$ cat src/verilog/dual_ctrl_pkg.sv
// constants and types shared by the dual control logic
`default_nettype none
package dual_ctrl_pkg;
	// register offsets
	localparam logic [11:0] ADDR_PAGE       = 12'h008;
	localparam logic [11:0] ADDR_PROT_SEL   = 12'h013;
	localparam logic [11:0] ADDR_IRQ_EN_A   = 12'h021;
	localparam logic [11:0] ADDR_IRQ_ST_A   = 12'h025;
	localparam logic [11:0] ADDR_ALIGN_CTRL = 12'h050;
	localparam logic [11:0] ADDR_KEY_I0     = 12'h051;
	localparam logic [11:0] ADDR_KEY_I1     = 12'h052;
	localparam logic [11:0] ADDR_KEY_Q0     = 12'h053;
	localparam logic [11:0] ADDR_KEY_Q1     = 12'h054;
	localparam logic [11:0] ADDR_TRIP_LO    = 12'h060;
	localparam logic [11:0] ADDR_TRIP_HI    = 12'h061;
	localparam logic [11:0] ADDR_MON_CFG    = 12'h062;
	localparam logic [11:0] ADDR_PWR_LO     = 12'h063;
	localparam logic [11:0] ADDR_PWR_HI     = 12'h064;
	localparam logic [11:0] ADDR_ROUTE      = 12'h111;
	// field positions
	localparam int BIT_ARM       = 7;
	localparam int BIT_MATCH     = 5;
	localparam int BIT_PASS      = 4;
	localparam int BIT_FAIL      = 3;
	localparam int BIT_MON_ON    = 7;
	localparam int BIT_SWAP      = 0;
	localparam int BIT_GAIN_EN   = 5;
	localparam int BIT_PDP_OUT   = 6;
	localparam int BIT_IRQ_ALIGN = 4;
	localparam int BIT_IRQ_TRIP  = 7;
	// field values
	localparam logic [1:0] MODE_SYSREF = 2'h1;
	localparam logic [1:0] MODE_KEY    = 2'h2;
	localparam logic [3:0] AVG_MAX     = 4'ha;
	localparam logic [4:0] AVG_BASE    = 5'h09;
	localparam int         PWR_SAMPLE_MSBS = 7;
	// reset values
	localparam logic [1:0] PAGE_RESET    = 2'h3;
	localparam logic       GAIN_EN_RESET = 1'b1;
	localparam logic [7:0] REG_RESET     = 8'h00;
	// alignment sequencer, gray coded along its path
	typedef enum logic [1:0] {
		ALIGN_IDLE  = 2'b00,
		ALIGN_WAIT  = 2'b01,
		ALIGN_CLEAR = 2'b11,
		ALIGN_CHECK = 2'b10
	} align_state_e;
endpackage
`default_nettype wire

$ cat src/verilog/dual_nco_align_power_protect.sv
// per-dual route swap, oscillator alignment, power protection and event flags
// Overview of operation
// - swap bit sends in-phase result to Q
// - swap applied at datapath output end
// - alignment logic and registers exist per dual
// - mode 01 aligns to SYSREF edge
// - mode 10 aligns on data key
// - armed SYSREF mode aligns next rising edge
// - subclass 0 aligns on internal clock
// - pass or fail flag after attempt
// - 16-bit I/Q keys compared at input
// - key seen sets key match flag
// - alignment tripped event per dual
// - power from seven msbs squared sum
// - average over two power nine-plus-window pairs
// - trip when average exceeds 13-bit level
// - detection active only while monitor on
// - readback holds peak after crossing
// - detector taps input by shorter path
// - over-power trip event per dual
// - ramp start by protect or rotation, gain on
// - trip drives protect pin when enabled
`timescale 1ns/1ps
`default_nettype none
module dual_nco_align_power_protect (
	// clock, reset, enable
	input  wire logic             SYS_CLK,
	input  wire logic             RST,
	input  wire logic             CLK_EN,
	// register port
	input  wire logic             REG_WR,
	input  wire logic             REG_RD,
	input  wire logic [11:0]      REG_ADDR,
	input  wire logic [7:0]       REG_WDATA,
	output logic      [7:0]       REG_RDATA,
	// alignment events
	input  wire logic             SYSREF,
	input  wire logic             SUBCLASS1,
	input  wire logic             LMFC_ALIGN_REQ,
	input  wire logic             LMFC_ROTATE,
	input  wire logic [1:0]       NCO_PHASE_ZERO,
	output logic      [1:0]       NCO_CLEAR,
	// samples at converter input and datapath results
	input  wire logic [1:0][15:0] DIN_I,
	input  wire logic [1:0][15:0] DIN_Q,
	input  wire logic [1:0][15:0] DP_I,
	input  wire logic [1:0][15:0] DP_Q,
	output logic      [1:0][15:0] DAC_I,
	output logic      [1:0][15:0] DAC_Q,
	// protection
	input  wire logic [1:0]       TX_PROTECT,
	output logic      [1:0]       OVERPOWER_TRIP,
	output logic      [1:0]       PROTECT_OUT,
	output logic      [1:0]       RAMP_START,
	output logic                  IRQ
);
	logic [1:0]                        page;
	logic                              sysref_s1;
	logic                              sysref_s2;
	logic                              sysref_s3;
	logic                              sysref_rise;
	logic [1:0][1:0]                   mode;
	logic [1:0]                        arm;
	logic [1:0]                        match_flag;
	logic [1:0]                        pass_flag;
	logic [1:0]                        fail_flag;
	logic [1:0][15:0]                  key_i;
	logic [1:0][15:0]                  key_q;
	logic [1:0][12:0]                  trip_level;
	logic [1:0]                        mon_on;
	logic [1:0][3:0]                   avg_win;
	logic [1:0]                        swap;
	logic [1:0]                        gain_en;
	logic [1:0]                        pdp_to_out;
	logic [1:0][7:0]                   irq_en;
	logic [1:0][7:0]                   irq_status;
	logic [1:0][12:0]                  pwr_readback;
	logic [1:0]                        pdp_trip;
	logic [1:0]                        tx_prot_prev;
	logic [1:0]                        irq_hit;
	dual_ctrl_pkg::align_state_e [1:0] state;
	logic [1:0]                        rsel_page;
	logic                              rsel;
	logic [7:0]                        next_rdata;

	// SYSREF pin synchroniser, edge found past the second stage
	always_ff @(posedge SYS_CLK) begin
		if (RST) begin
			sysref_s1 <= 1'b0;
			sysref_s2 <= 1'b0;
			sysref_s3 <= 1'b0;
		end else if (CLK_EN) begin
			sysref_s1 <= SYSREF;
			sysref_s2 <= sysref_s1;
			sysref_s3 <= sysref_s2;
		end
	end
	assign sysref_rise = sysref_s2 && !sysref_s3;

	// dual page select: bit0 dual A, bit1 dual B
	always_ff @(posedge SYS_CLK) begin
		if (RST) begin
			page <= dual_ctrl_pkg::PAGE_RESET;
		end else if (CLK_EN && REG_WR && REG_ADDR == dual_ctrl_pkg::ADDR_PAGE) begin
			page <= REG_WDATA[1:0];
		end
	end

	genvar d;
	generate
		for (d = 0; d < 2; d++) begin : g_dual
			logic wr;
			logic event_hit;
			logic key_seen;
			logic done;
			logic [11:0] en_addr;
			logic [11:0] st_addr;

			assign wr       = CLK_EN && REG_WR && page[d];
			assign en_addr  = dual_ctrl_pkg::ADDR_IRQ_EN_A + 12'(d);
			assign st_addr  = dual_ctrl_pkg::ADDR_IRQ_ST_A + 12'(d);
			assign key_seen = DIN_I[d] == key_i[d] && DIN_Q[d] == key_q[d];
			assign event_hit = (mode[d] == dual_ctrl_pkg::MODE_SYSREF) ?
				(SUBCLASS1 ? (sysref_rise && LMFC_ALIGN_REQ) : LMFC_ALIGN_REQ) :
				key_seen;
			assign done = state[d] == dual_ctrl_pkg::ALIGN_CHECK;

			// paged configuration registers
			always_ff @(posedge SYS_CLK) begin
				if (RST) begin
					key_i[d]      <= 16'h0000;
					key_q[d]      <= 16'h0000;
					trip_level[d] <= 13'h0000;
					mon_on[d]     <= 1'b0;
					avg_win[d]    <= 4'h0;
					swap[d]       <= 1'b0;
					gain_en[d]    <= dual_ctrl_pkg::GAIN_EN_RESET;
					pdp_to_out[d] <= 1'b0;
				end else if (wr) begin
					if (REG_ADDR == dual_ctrl_pkg::ADDR_KEY_I0) begin
						key_i[d][7:0] <= REG_WDATA;
					end else if (REG_ADDR == dual_ctrl_pkg::ADDR_KEY_I1) begin
						key_i[d][15:8] <= REG_WDATA;
					end else if (REG_ADDR == dual_ctrl_pkg::ADDR_KEY_Q0) begin
						key_q[d][7:0] <= REG_WDATA;
					end else if (REG_ADDR == dual_ctrl_pkg::ADDR_KEY_Q1) begin
						key_q[d][15:8] <= REG_WDATA;
					end else if (REG_ADDR == dual_ctrl_pkg::ADDR_TRIP_LO) begin
						trip_level[d][7:0] <= REG_WDATA;
					end else if (REG_ADDR == dual_ctrl_pkg::ADDR_TRIP_HI) begin
						trip_level[d][12:8] <= REG_WDATA[4:0];
					end else if (REG_ADDR == dual_ctrl_pkg::ADDR_MON_CFG) begin
						mon_on[d]  <= REG_WDATA[dual_ctrl_pkg::BIT_MON_ON];
						avg_win[d] <= REG_WDATA[3:0];
					end else if (REG_ADDR == dual_ctrl_pkg::ADDR_ROUTE) begin
						swap[d]    <= REG_WDATA[dual_ctrl_pkg::BIT_SWAP];
						gain_en[d] <= REG_WDATA[dual_ctrl_pkg::BIT_GAIN_EN];
					end else if (REG_ADDR == dual_ctrl_pkg::ADDR_PROT_SEL) begin
						pdp_to_out[d] <= REG_WDATA[dual_ctrl_pkg::BIT_PDP_OUT];
					end
				end
			end

			// alignment control: mode, arm, result flags
			always_ff @(posedge SYS_CLK) begin
				if (RST) begin
					mode[d]       <= 2'h0;
					arm[d]        <= 1'b0;
					match_flag[d] <= 1'b0;
					pass_flag[d]  <= 1'b0;
					fail_flag[d]  <= 1'b0;
				end else if (CLK_EN) begin
					if (wr && REG_ADDR == dual_ctrl_pkg::ADDR_ALIGN_CTRL) begin
						mode[d] <= REG_WDATA[1:0];
						arm[d]  <= REG_WDATA[dual_ctrl_pkg::BIT_ARM];
						if (REG_WDATA[dual_ctrl_pkg::BIT_ARM]) begin
							match_flag[d] <= 1'b0;
							pass_flag[d]  <= 1'b0;
							fail_flag[d]  <= 1'b0;
						end
					end
					if (done) begin
						arm[d] <= 1'b0;
					end
					if (state[d] == dual_ctrl_pkg::ALIGN_WAIT && mode[d] == dual_ctrl_pkg::MODE_KEY
						&& key_seen) begin
						match_flag[d] <= 1'b1;
					end
					if (done && NCO_PHASE_ZERO[d]) begin
						pass_flag[d] <= 1'b1;
					end
					if (done && !NCO_PHASE_ZERO[d]) begin
						fail_flag[d] <= 1'b1;
					end
				end
			end

			// alignment sequencer; oscillator answers the cycle after the clear
			always_ff @(posedge SYS_CLK) begin
				if (RST) begin
					state[d]     <= dual_ctrl_pkg::ALIGN_IDLE;
					NCO_CLEAR[d] <= 1'b0;
				end else if (CLK_EN) begin
					NCO_CLEAR[d] <= 1'b0;
					case (state[d])
						dual_ctrl_pkg::ALIGN_IDLE: begin
							if (arm[d] && (mode[d] == dual_ctrl_pkg::MODE_SYSREF ||
								mode[d] == dual_ctrl_pkg::MODE_KEY)) begin
								state[d] <= dual_ctrl_pkg::ALIGN_WAIT;
							end
						end
						dual_ctrl_pkg::ALIGN_WAIT: begin
							if (!arm[d]) begin
								state[d] <= dual_ctrl_pkg::ALIGN_IDLE;
							end else if (event_hit) begin
								state[d]     <= dual_ctrl_pkg::ALIGN_CLEAR;
								NCO_CLEAR[d] <= 1'b1;
							end
						end
						dual_ctrl_pkg::ALIGN_CLEAR: begin
							state[d] <= dual_ctrl_pkg::ALIGN_CHECK;
						end
						default: begin
							state[d] <= dual_ctrl_pkg::ALIGN_IDLE;
						end
					endcase
				end
			end

			// event enables and sticky status, set beats clear
			always_ff @(posedge SYS_CLK) begin
				if (RST) begin
					irq_en[d]     <= dual_ctrl_pkg::REG_RESET;
					irq_status[d] <= dual_ctrl_pkg::REG_RESET;
				end else if (CLK_EN) begin
					if (REG_WR && REG_ADDR == en_addr) begin
						irq_en[d] <= REG_WDATA;
					end
					if (REG_WR && REG_ADDR == st_addr) begin
						irq_status[d] <= irq_status[d] & ~REG_WDATA;
					end
					if (done) begin
						irq_status[d][dual_ctrl_pkg::BIT_IRQ_ALIGN] <= 1'b1;
					end
					if (pdp_trip[d] && !OVERPOWER_TRIP[d]) begin
						irq_status[d][dual_ctrl_pkg::BIT_IRQ_TRIP] <= 1'b1;
					end
				end
			end
			assign irq_hit[d] =
				(irq_status[d][dual_ctrl_pkg::BIT_IRQ_ALIGN] && irq_en[d][dual_ctrl_pkg::BIT_IRQ_ALIGN]) ||
				(irq_status[d][dual_ctrl_pkg::BIT_IRQ_TRIP] && irq_en[d][dual_ctrl_pkg::BIT_IRQ_TRIP]);

			// output routing, protection pin, ramp trigger
			always_ff @(posedge SYS_CLK) begin
				if (RST) begin
					DAC_I[d]          <= 16'h0000;
					DAC_Q[d]          <= 16'h0000;
					OVERPOWER_TRIP[d] <= 1'b0;
					PROTECT_OUT[d]    <= 1'b0;
					RAMP_START[d]     <= 1'b0;
					tx_prot_prev[d]   <= 1'b0;
				end else if (CLK_EN) begin
					DAC_I[d]          <= DP_I[d];
					DAC_Q[d]          <= swap[d] ? DP_I[d] : DP_Q[d];
					OVERPOWER_TRIP[d] <= pdp_trip[d];
					PROTECT_OUT[d]    <= pdp_to_out[d] && pdp_trip[d];
					tx_prot_prev[d]   <= TX_PROTECT[d];
					RAMP_START[d]     <= gain_en[d] &&
						((TX_PROTECT[d] != tx_prot_prev[d]) || LMFC_ROTATE);
				end
			end

			power_detect_protect u_pdp (
				.clk        (SYS_CLK),
				.rst        (RST),
				.ce         (CLK_EN),
				.mon_on     (mon_on[d]),
				.avg_win    (avg_win[d]),
				.trip_level (trip_level[d]),
				.din_i      (DIN_I[d]),
				.din_q      (DIN_Q[d]),
				.trip       (pdp_trip[d]),
				.readback   (pwr_readback[d])
			);

			swap_route_a: assert property (@(posedge SYS_CLK) disable iff (RST || !CLK_EN)
				swap[d] |=> DAC_Q[d] == $past(DP_I[d]))
				else $error("swap did not route in-phase to Q");
			clear_result_a: assert property (@(posedge SYS_CLK) disable iff (RST || !CLK_EN)
				NCO_CLEAR[d] |-> ##2 (pass_flag[d] != fail_flag[d]) && !arm[d])
				else $error("no single result after clear");
			arm_selfclear_a: assert property (@(posedge SYS_CLK) disable iff (RST || !CLK_EN)
				(done && !(REG_WR && page[d] && REG_ADDR == dual_ctrl_pkg::ADDR_ALIGN_CTRL))
				|=> !arm[d])
				else $error("arm kept after attempt");
			key_match_a: assert property (@(posedge SYS_CLK) disable iff (RST || !CLK_EN)
				(state[d] == dual_ctrl_pkg::ALIGN_WAIT && arm[d] &&
				mode[d] == dual_ctrl_pkg::MODE_KEY && key_seen) |=> match_flag[d])
				else $error("key match not flagged");
			sysref_wait_a: assert property (@(posedge SYS_CLK) disable iff (RST || !CLK_EN)
				(state[d] == dual_ctrl_pkg::ALIGN_WAIT && arm[d] && SUBCLASS1 &&
				mode[d] == dual_ctrl_pkg::MODE_SYSREF && !sysref_rise) |=> !NCO_CLEAR[d])
				else $error("alignment without SYSREF edge");
			status_sticky_a: assert property (@(posedge SYS_CLK) disable iff (RST || !CLK_EN)
				(irq_status[d][dual_ctrl_pkg::BIT_IRQ_TRIP] && !(REG_WR && REG_ADDR == st_addr))
				|=> irq_status[d][dual_ctrl_pkg::BIT_IRQ_TRIP])
				else $error("trip status dropped without clear");
			protect_pin_a: assert property (@(posedge SYS_CLK) disable iff (RST || !CLK_EN)
				PROTECT_OUT[d] |-> $past(pdp_trip[d]) && $past(pdp_to_out[d]))
				else $error("protect pin without enabled trip");
			ramp_gain_a: assert property (@(posedge SYS_CLK) disable iff (RST || !CLK_EN)
				RAMP_START[d] |-> $past(gain_en[d]))
				else $error("ramp started with gain off");
		end
	endgenerate

	// reads come from dual A when its page bit is set, else dual B
	assign rsel_page = page;
	assign rsel      = !rsel_page[0];

	always_comb begin
		next_rdata = 8'h00;
		if (REG_ADDR == dual_ctrl_pkg::ADDR_PAGE) begin
			next_rdata = {6'h00, page};
		end else if (REG_ADDR == dual_ctrl_pkg::ADDR_IRQ_EN_A) begin
			next_rdata = irq_en[0];
		end else if (REG_ADDR == dual_ctrl_pkg::ADDR_IRQ_EN_A + 12'h001) begin
			next_rdata = irq_en[1];
		end else if (REG_ADDR == dual_ctrl_pkg::ADDR_IRQ_ST_A) begin
			next_rdata = irq_status[0];
		end else if (REG_ADDR == dual_ctrl_pkg::ADDR_IRQ_ST_A + 12'h001) begin
			next_rdata = irq_status[1];
		end else if (REG_ADDR == dual_ctrl_pkg::ADDR_ALIGN_CTRL) begin
			next_rdata = {arm[rsel], 1'b0, match_flag[rsel], pass_flag[rsel], fail_flag[rsel],
				1'b0, mode[rsel]};
		end else if (REG_ADDR == dual_ctrl_pkg::ADDR_KEY_I0) begin
			next_rdata = key_i[rsel][7:0];
		end else if (REG_ADDR == dual_ctrl_pkg::ADDR_KEY_I1) begin
			next_rdata = key_i[rsel][15:8];
		end else if (REG_ADDR == dual_ctrl_pkg::ADDR_KEY_Q0) begin
			next_rdata = key_q[rsel][7:0];
		end else if (REG_ADDR == dual_ctrl_pkg::ADDR_KEY_Q1) begin
			next_rdata = key_q[rsel][15:8];
		end else if (REG_ADDR == dual_ctrl_pkg::ADDR_TRIP_LO) begin
			next_rdata = trip_level[rsel][7:0];
		end else if (REG_ADDR == dual_ctrl_pkg::ADDR_TRIP_HI) begin
			next_rdata = {3'h0, trip_level[rsel][12:8]};
		end else if (REG_ADDR == dual_ctrl_pkg::ADDR_MON_CFG) begin
			next_rdata = {mon_on[rsel], 3'h0, avg_win[rsel]};
		end else if (REG_ADDR == dual_ctrl_pkg::ADDR_PWR_LO) begin
			next_rdata = pwr_readback[rsel][7:0];
		end else if (REG_ADDR == dual_ctrl_pkg::ADDR_PWR_HI) begin
			next_rdata = {3'h0, pwr_readback[rsel][12:8]};
		end else if (REG_ADDR == dual_ctrl_pkg::ADDR_ROUTE) begin
			next_rdata = {2'h0, gain_en[rsel], 4'h0, swap[rsel]};
		end else if (REG_ADDR == dual_ctrl_pkg::ADDR_PROT_SEL) begin
			next_rdata = {1'b0, pdp_to_out[rsel], 6'h00};
		end
	end

	always_ff @(posedge SYS_CLK) begin
		if (RST) begin
			REG_RDATA <= 8'h00;
			IRQ       <= 1'b0;
		end else if (CLK_EN) begin
			if (REG_RD) begin
				REG_RDATA <= next_rdata;
			end
			IRQ <= |irq_hit;
		end
	end

	irq_enabled_a: assert property (@(posedge SYS_CLK) disable iff (RST || !CLK_EN)
		(irq_en[0] == 8'h00 && irq_en[1] == 8'h00) |=> !IRQ)
		else $error("irq raised with all events masked");
endmodule // dual_nco_align_power_protect
`default_nettype wire

$ cat src/verilog/power_detect_protect.sv
// per-dual power detector: i^2+q^2 average, threshold trip, peak readback
`timescale 1ns/1ps
`default_nettype none
module power_detect_protect (
	// clock and reset
	input  wire logic        clk,
	input  wire logic        rst,
	input  wire logic        ce,
	// configuration
	input  wire logic        mon_on,
	input  wire logic [3:0]  avg_win,
	input  wire logic [12:0] trip_level,
	// samples at the converter input
	input  wire logic [15:0] din_i,
	input  wire logic [15:0] din_q,
	// results
	output logic             trip,
	output logic [12:0]      readback
);
	logic signed [6:0]  top_i;
	logic signed [6:0]  top_q;
	logic signed [13:0] sq_i;
	logic signed [13:0] sq_q;
	logic [13:0]        sample_pwr;
	logic [3:0]         eff_win;
	logic [4:0]         shamt;
	logic [18:0]        last_cnt;
	logic [18:0]        cnt;
	logic [32:0]        acc;
	logic [32:0]        avg_sum;
	logic [32:0]        shifted;
	logic [12:0]        next_avg;
	logic [12:0]        avg_pwr;
	logic [12:0]        peak;
	logic               crossed;

	// short tap straight off the input, seven msbs only
	assign top_i      = din_i[15:16-dual_ctrl_pkg::PWR_SAMPLE_MSBS];
	assign top_q      = din_q[15:16-dual_ctrl_pkg::PWR_SAMPLE_MSBS];
	assign sq_i       = top_i * top_i;
	assign sq_q       = top_q * top_q;
	assign eff_win    = (avg_win > dual_ctrl_pkg::AVG_MAX) ? dual_ctrl_pkg::AVG_MAX : avg_win;
	assign shamt      = dual_ctrl_pkg::AVG_BASE + {1'b0, eff_win};
	assign last_cnt   = 19'((20'h1 << shamt) - 20'h1);
	assign avg_sum    = acc + {19'h0, sample_pwr};
	assign shifted    = avg_sum >> shamt;
	assign next_avg   = (|shifted[32:13]) ? 13'h1fff : shifted[12:0];

	always_ff @(posedge clk) begin
		if (rst) begin
			sample_pwr <= 14'h0;
		end else if (ce) begin
			sample_pwr <= $unsigned(sq_i) + $unsigned(sq_q);
		end
	end

	// window accumulator
	always_ff @(posedge clk) begin
		if (rst || (ce && !mon_on)) begin
			cnt     <= 19'h0;
			acc     <= 33'h0;
			avg_pwr <= 13'h0;
		end else if (ce) begin
			if (cnt >= last_cnt) begin
				cnt     <= 19'h0;
				acc     <= 33'h0;
				avg_pwr <= next_avg;
			end else begin
				cnt <= cnt + 19'h1;
				acc <= avg_sum;
			end
		end
	end

	// trip, peak capture and readback
	always_ff @(posedge clk) begin
		if (rst || (ce && !mon_on)) begin
			trip     <= 1'b0;
			crossed  <= 1'b0;
			peak     <= 13'h0;
			readback <= 13'h0;
		end else if (ce) begin
			trip <= avg_pwr > trip_level;
			if (avg_pwr > trip_level) begin
				crossed <= 1'b1;
			end
			if (avg_pwr > peak) begin
				peak <= avg_pwr;
			end
			readback <= (crossed || avg_pwr > trip_level) ?
				((avg_pwr > peak) ? avg_pwr : peak) : avg_pwr;
		end
	end

	trip_level_a: assert property (@(posedge clk) disable iff (rst || !ce)
		(mon_on && avg_pwr > trip_level) |=> trip)
		else $error("trip missing above threshold");
	trip_off_a: assert property (@(posedge clk) disable iff (rst || !ce)
		!mon_on |=> !trip)
		else $error("trip while monitor off");
	peak_hold_a: assert property (@(posedge clk) disable iff (rst || !ce)
		(mon_on && crossed && avg_pwr <= peak && $stable(peak) && $stable(mon_on))
		|=> readback == $past(peak))
		else $error("readback not peak after crossing");
endmodule // power_detect_protect
`default_nettype wire

$ cat config.mk
export PLATFORM = sky130hd
export DESIGN_NAME = dual_nco_align_power_protect
export DESIGN_NICKNAME = d
export VERILOG_FILES = /design/src/verilog/dual_ctrl_pkg.sv /design/src/verilog/dual_nco_align_power_protect.sv /design/src/verilog/power_detect_protect.sv
export SDC_FILE = /design/constraint.sdc
export NUM_CORES = 2
export LEC_CHECK = 0
export ABC_CLOCK_PERIOD_IN_PS = 9410
export BUFFER_PORTS_ARGS = -buffer_cell sky130_fd_sc_hd__buf_4
export CORE_MARGIN = 2
export CORE_UTILIZATION = 51
export DETAILED_ROUTE_END_ITERATION = 8
export HOLD_SLACK_MARGIN = 0.05
export PLACE_DENSITY = 0.69
export SETUP_SLACK_MARGIN = 0.2
export SYNTH_ARGS = -nofsm -noshare
export SYNTH_HDL_FRONTEND = slang
export SYNTH_SLANG_ARGS = --single-unit
$ cat constraint.sdc
create_clock -name SYS_CLK -period 9.41 [get_ports SYS_CLK]
set_clock_uncertainty 0.05 [all_clocks]
set_input_delay 2.3525 -clock SYS_CLK [delete_from_list [all_inputs] [get_ports SYS_CLK]]
set_output_delay 2.3525 -clock SYS_CLK [all_outputs]
set_load 0.005 [all_outputs]
==> results_dict.tcl <==
set metrics [dict create \
    cts_tree "done" \
    post_cts_buffers 0 \
    cp-end-kind "flop" \
    ys_seq_area_share_pct 27.1 \
    port_buffers 241 \
    cpPeakStageDelay_ns 0.54 \
    avgViaCountPerCell 5.82 \
    grt_max_degree 210 \
    vias 29600 \
    hp-class "flop to flop" \
    max-cap-violations 0 \
    cts_sinks 456 \
    yosysTopAreaCell "dfxtp_1" \
    initial_utilization_pct 51.4 \
    dominantRegCellSynth "dfxtp_1" \
    p_leak_uw 0.0161 \
    num_antenna_cells 0 \
    num-nets-final 4711 \
    gp_congestion 0.970 \
    dp.cells 4981 \
    crit_buf_inv 5 \
    cts_resized 0 \
    hold_start "g_dual[1].u_pdp.crossed" \
    wl_per_cell_um 18.8 \
    grt_pass1_wl_um 151000 \
    clk_pin_slew_ns 0.06 \
    cp_top_family "adder cells" \
    cp_max_fo 14 \
    synth-warning-count 0 \
    fin_crit_sh_pct 77.1 \
    dr.pass1.iters 6 \
    max_freq_mhz 138 \
    rsz0062_at_grt "no" \
    path_cells "buf_4 -> and2_1 -> inv_1 -> fa_1 -> inv_1 -> fa_1 -> fa_1 -> inv_1 -> fa_1 -> inv_1 -> fa_1 -> fa_1 -> ha_1 -> a21oi_1 -> o21bai_1 -> a21oi_1 -> o21bai_1 -> a21oi_1 -> o21bai_1 -> a21oi_1 -> xnor2_1 -> a211oi_1" \
    drcViolationCount 0 \
    drtIter0Drc 2525 \
    rr_startpoint "avg_win[1]" \
    synth.avg_cell_area_um2 8.26 \
    slowest_stage "fa_1" \
    tns_ns 0 \
    grt_pass1_vias 27900 \
    synth_cell_types 104 \
    ant_nets 0 \
    worst_pin_slew_ns 1.23 \
    async_flop_share_pct 0 \
    maxSlewHeadroom_pct 17.5 \
    cp.arrival_ns 7.74 \
    netlist_instances 4083 \
    grt_util_all_layers_pct 27.4 \
    final_cells 5077 \
    hpwl_um 70100 \
    drive_above_1_share_pct 10.2 \
    synthTopCellsByArea "dfxtp_1, fa_1, ha_1, mux2i_1, a21oi_1" \
    clockBufferDepth 3 \
    finalCriticalPeriod_ns 7.26 \
    die_x_um 261 \
    hold_buffers 0 \
    critPathLaunchType "input pin" \
    synth_area_mm2 0.0337 \
    fp.dieH_um 261 \
    ys_ff_latch 456 \
    synth_top_area_share_pct 27.1 \
    core-area_mm2 0.0656 \
    finalPower_uw 7560 \
    cts-root-buf "clkbuf_16" \
    drv_slew 0 \
    crit_top_cell "fa_1" \
    insertion_delay_ns 0.63 \
    startpoint "DIN_Q[15]" \
    critPathKind "input pin to flop" \
    area_delta_synth_final_pct 12.0 \
    synth-edff-count 0 \
    die-area_mm2 0.0682 \
    finalHoldViolCount 0 \
    routed_wl_um 95600 \
    power_density_mw_per_mm2 200 \
    antenna_found_initial 3 \
    ir_worst_vdd_mv 0.500 \
    setup_violations 0 \
    status "complete, no violations" \
    cts_buffers 52 \
    required_ns 9.89 \
    grt_overflow 0 \
    num_rows 94 \
    h-tree-depth 2 \
    io_pins 242 \
]
-- synthesized netlist by cell type, drive strengths merged, types with 25 or more instances --
library cell	instances
dfxtp	456
nor2	435
a21oi	350
inv	340
nand2	326
mux2i	258
clkbuf	214
ha	207
o21ai	197
fa	172
xnor2	113
nand3	105
xor2	83
a211oi	65
nor3	64
and2	59
nand4	42
and3	40
nor4	38
nand2b	35
nor2b	35
o211ai	34
buf	33
a31oi	29
o21a	27
a21o	25
o22ai	25
-- tightest hold or removal path, stage by stage, from the launching register on --
cell and delay, ns:
dfxtp_1 0.31, inv_1 0.05, a21oi_1 0.05
-- flip-flops by register name (all words and copies together), names as in the netlist, 28 cells and up --
signal                   count
key_q                       32
g_dual.u_pdp.acc            66
g_dual.u_pdp.cnt            38
key_i                       32
DAC_I                       32
DAC_Q                       32
g_dual.u_pdp.sample_pwr     28
-- stage by stage --
stage / setup WS, ns / cell area (um^2) / hold slack, ns / util, %
after floorplan: 1.83 / 33700 / 0.376 / -
after global placement: 1.63 / 35900 / 0.386 / 54.8
after detailed placement: 1.54 / 35900 / 0.388 / 54.8
after CTS: 2.20 / 37800 / 0.401 / 57.6
after global routing: 1.85 / 37800 / 0.418 / 57.6
final: 2.15 / 37800 / 0.402 / 57.6
-- power by group --
part,switching (uW),total (uW),internal (uW),leakage (uW)
sequential,46.3,2050,2010,0.00370
combinational,1820,3330,1510,0.0115
clock,890,2180,1290,0.000901
total,2760,7560,4810,0.0161
-- worst paths after layout --
| path | to | slack, ns | depth (start not counted) |
|---|---|---|---|
| worst max register to register | g_dual[0].u_pdp.avg_pwr[11] | 2.46 | 23 |
| worst min-delay path | g_dual[1].u_pdp.crossed | 0.40 | 2 |
| worst min register to register | g_dual[1].u_pdp.crossed | 0.40 | 2 |
| worst max-delay path | g_dual[0].u_pdp.sample_pwr[13] | 2.15 | 22 |
-- cell type report --
type	count	area (um^2)
clock buffer	69	1500
timing repair buffer	276	2100
inverter	342	1280
multi-input combinational	3043	22300
fill	6096	27900
tap	864	1080
clock inverter	27	344
sequential	456	9130
-- cell families (layout without fill, tap and decap cells) --
family,after synthesis,count (layout),share of synthesized area [%]
flip-flops,456,456,27.1
multiplexers,272,272,8.19
other,2,7,0.0223
AO/OA/AOI/OAI,938,938,17.6
adder cells (fa/ha/maj),381,381,17.9
buffers and inverters,589,714,6.77
XOR/XNOR,196,196,5.11
AND/OR/NAND/NOR,1249,1249,17.3
-- layer usage --
metal	share of wire, %	track usage (%)
met5	0.046	0
met4	3.5	10.0
met3	6.6	4.19
met2	46	44.0
met1	44	37.3
-- placed cells by master (no fill, tap or decap), types with 24 or more instances in the layout --
cell / instances
a211oi_1: 62
a21o_1: 24
a21oi_1: 335
a31oi_1: 28
and2_1: 57
and3_1: 40
buf_4: 273
clkbuf_16: 53
dfxtp_1: 455
fa_1: 172
ha_1: 207
inv_1: 338
mux2i_1: 258
nand2_1: 326
nand2b_1: 35
nand3_1: 104
nand4_1: 42
nor2_1: 435
nor2b_1: 35
nor3_1: 62
nor4_1: 37
o211ai_1: 33
o21a_1: 27
o21ai_0: 187
o22ai_1: 25
xnor2_1: 112
xor2_1: 83
No activity file was read; power rests on OpenSTA's default activity.
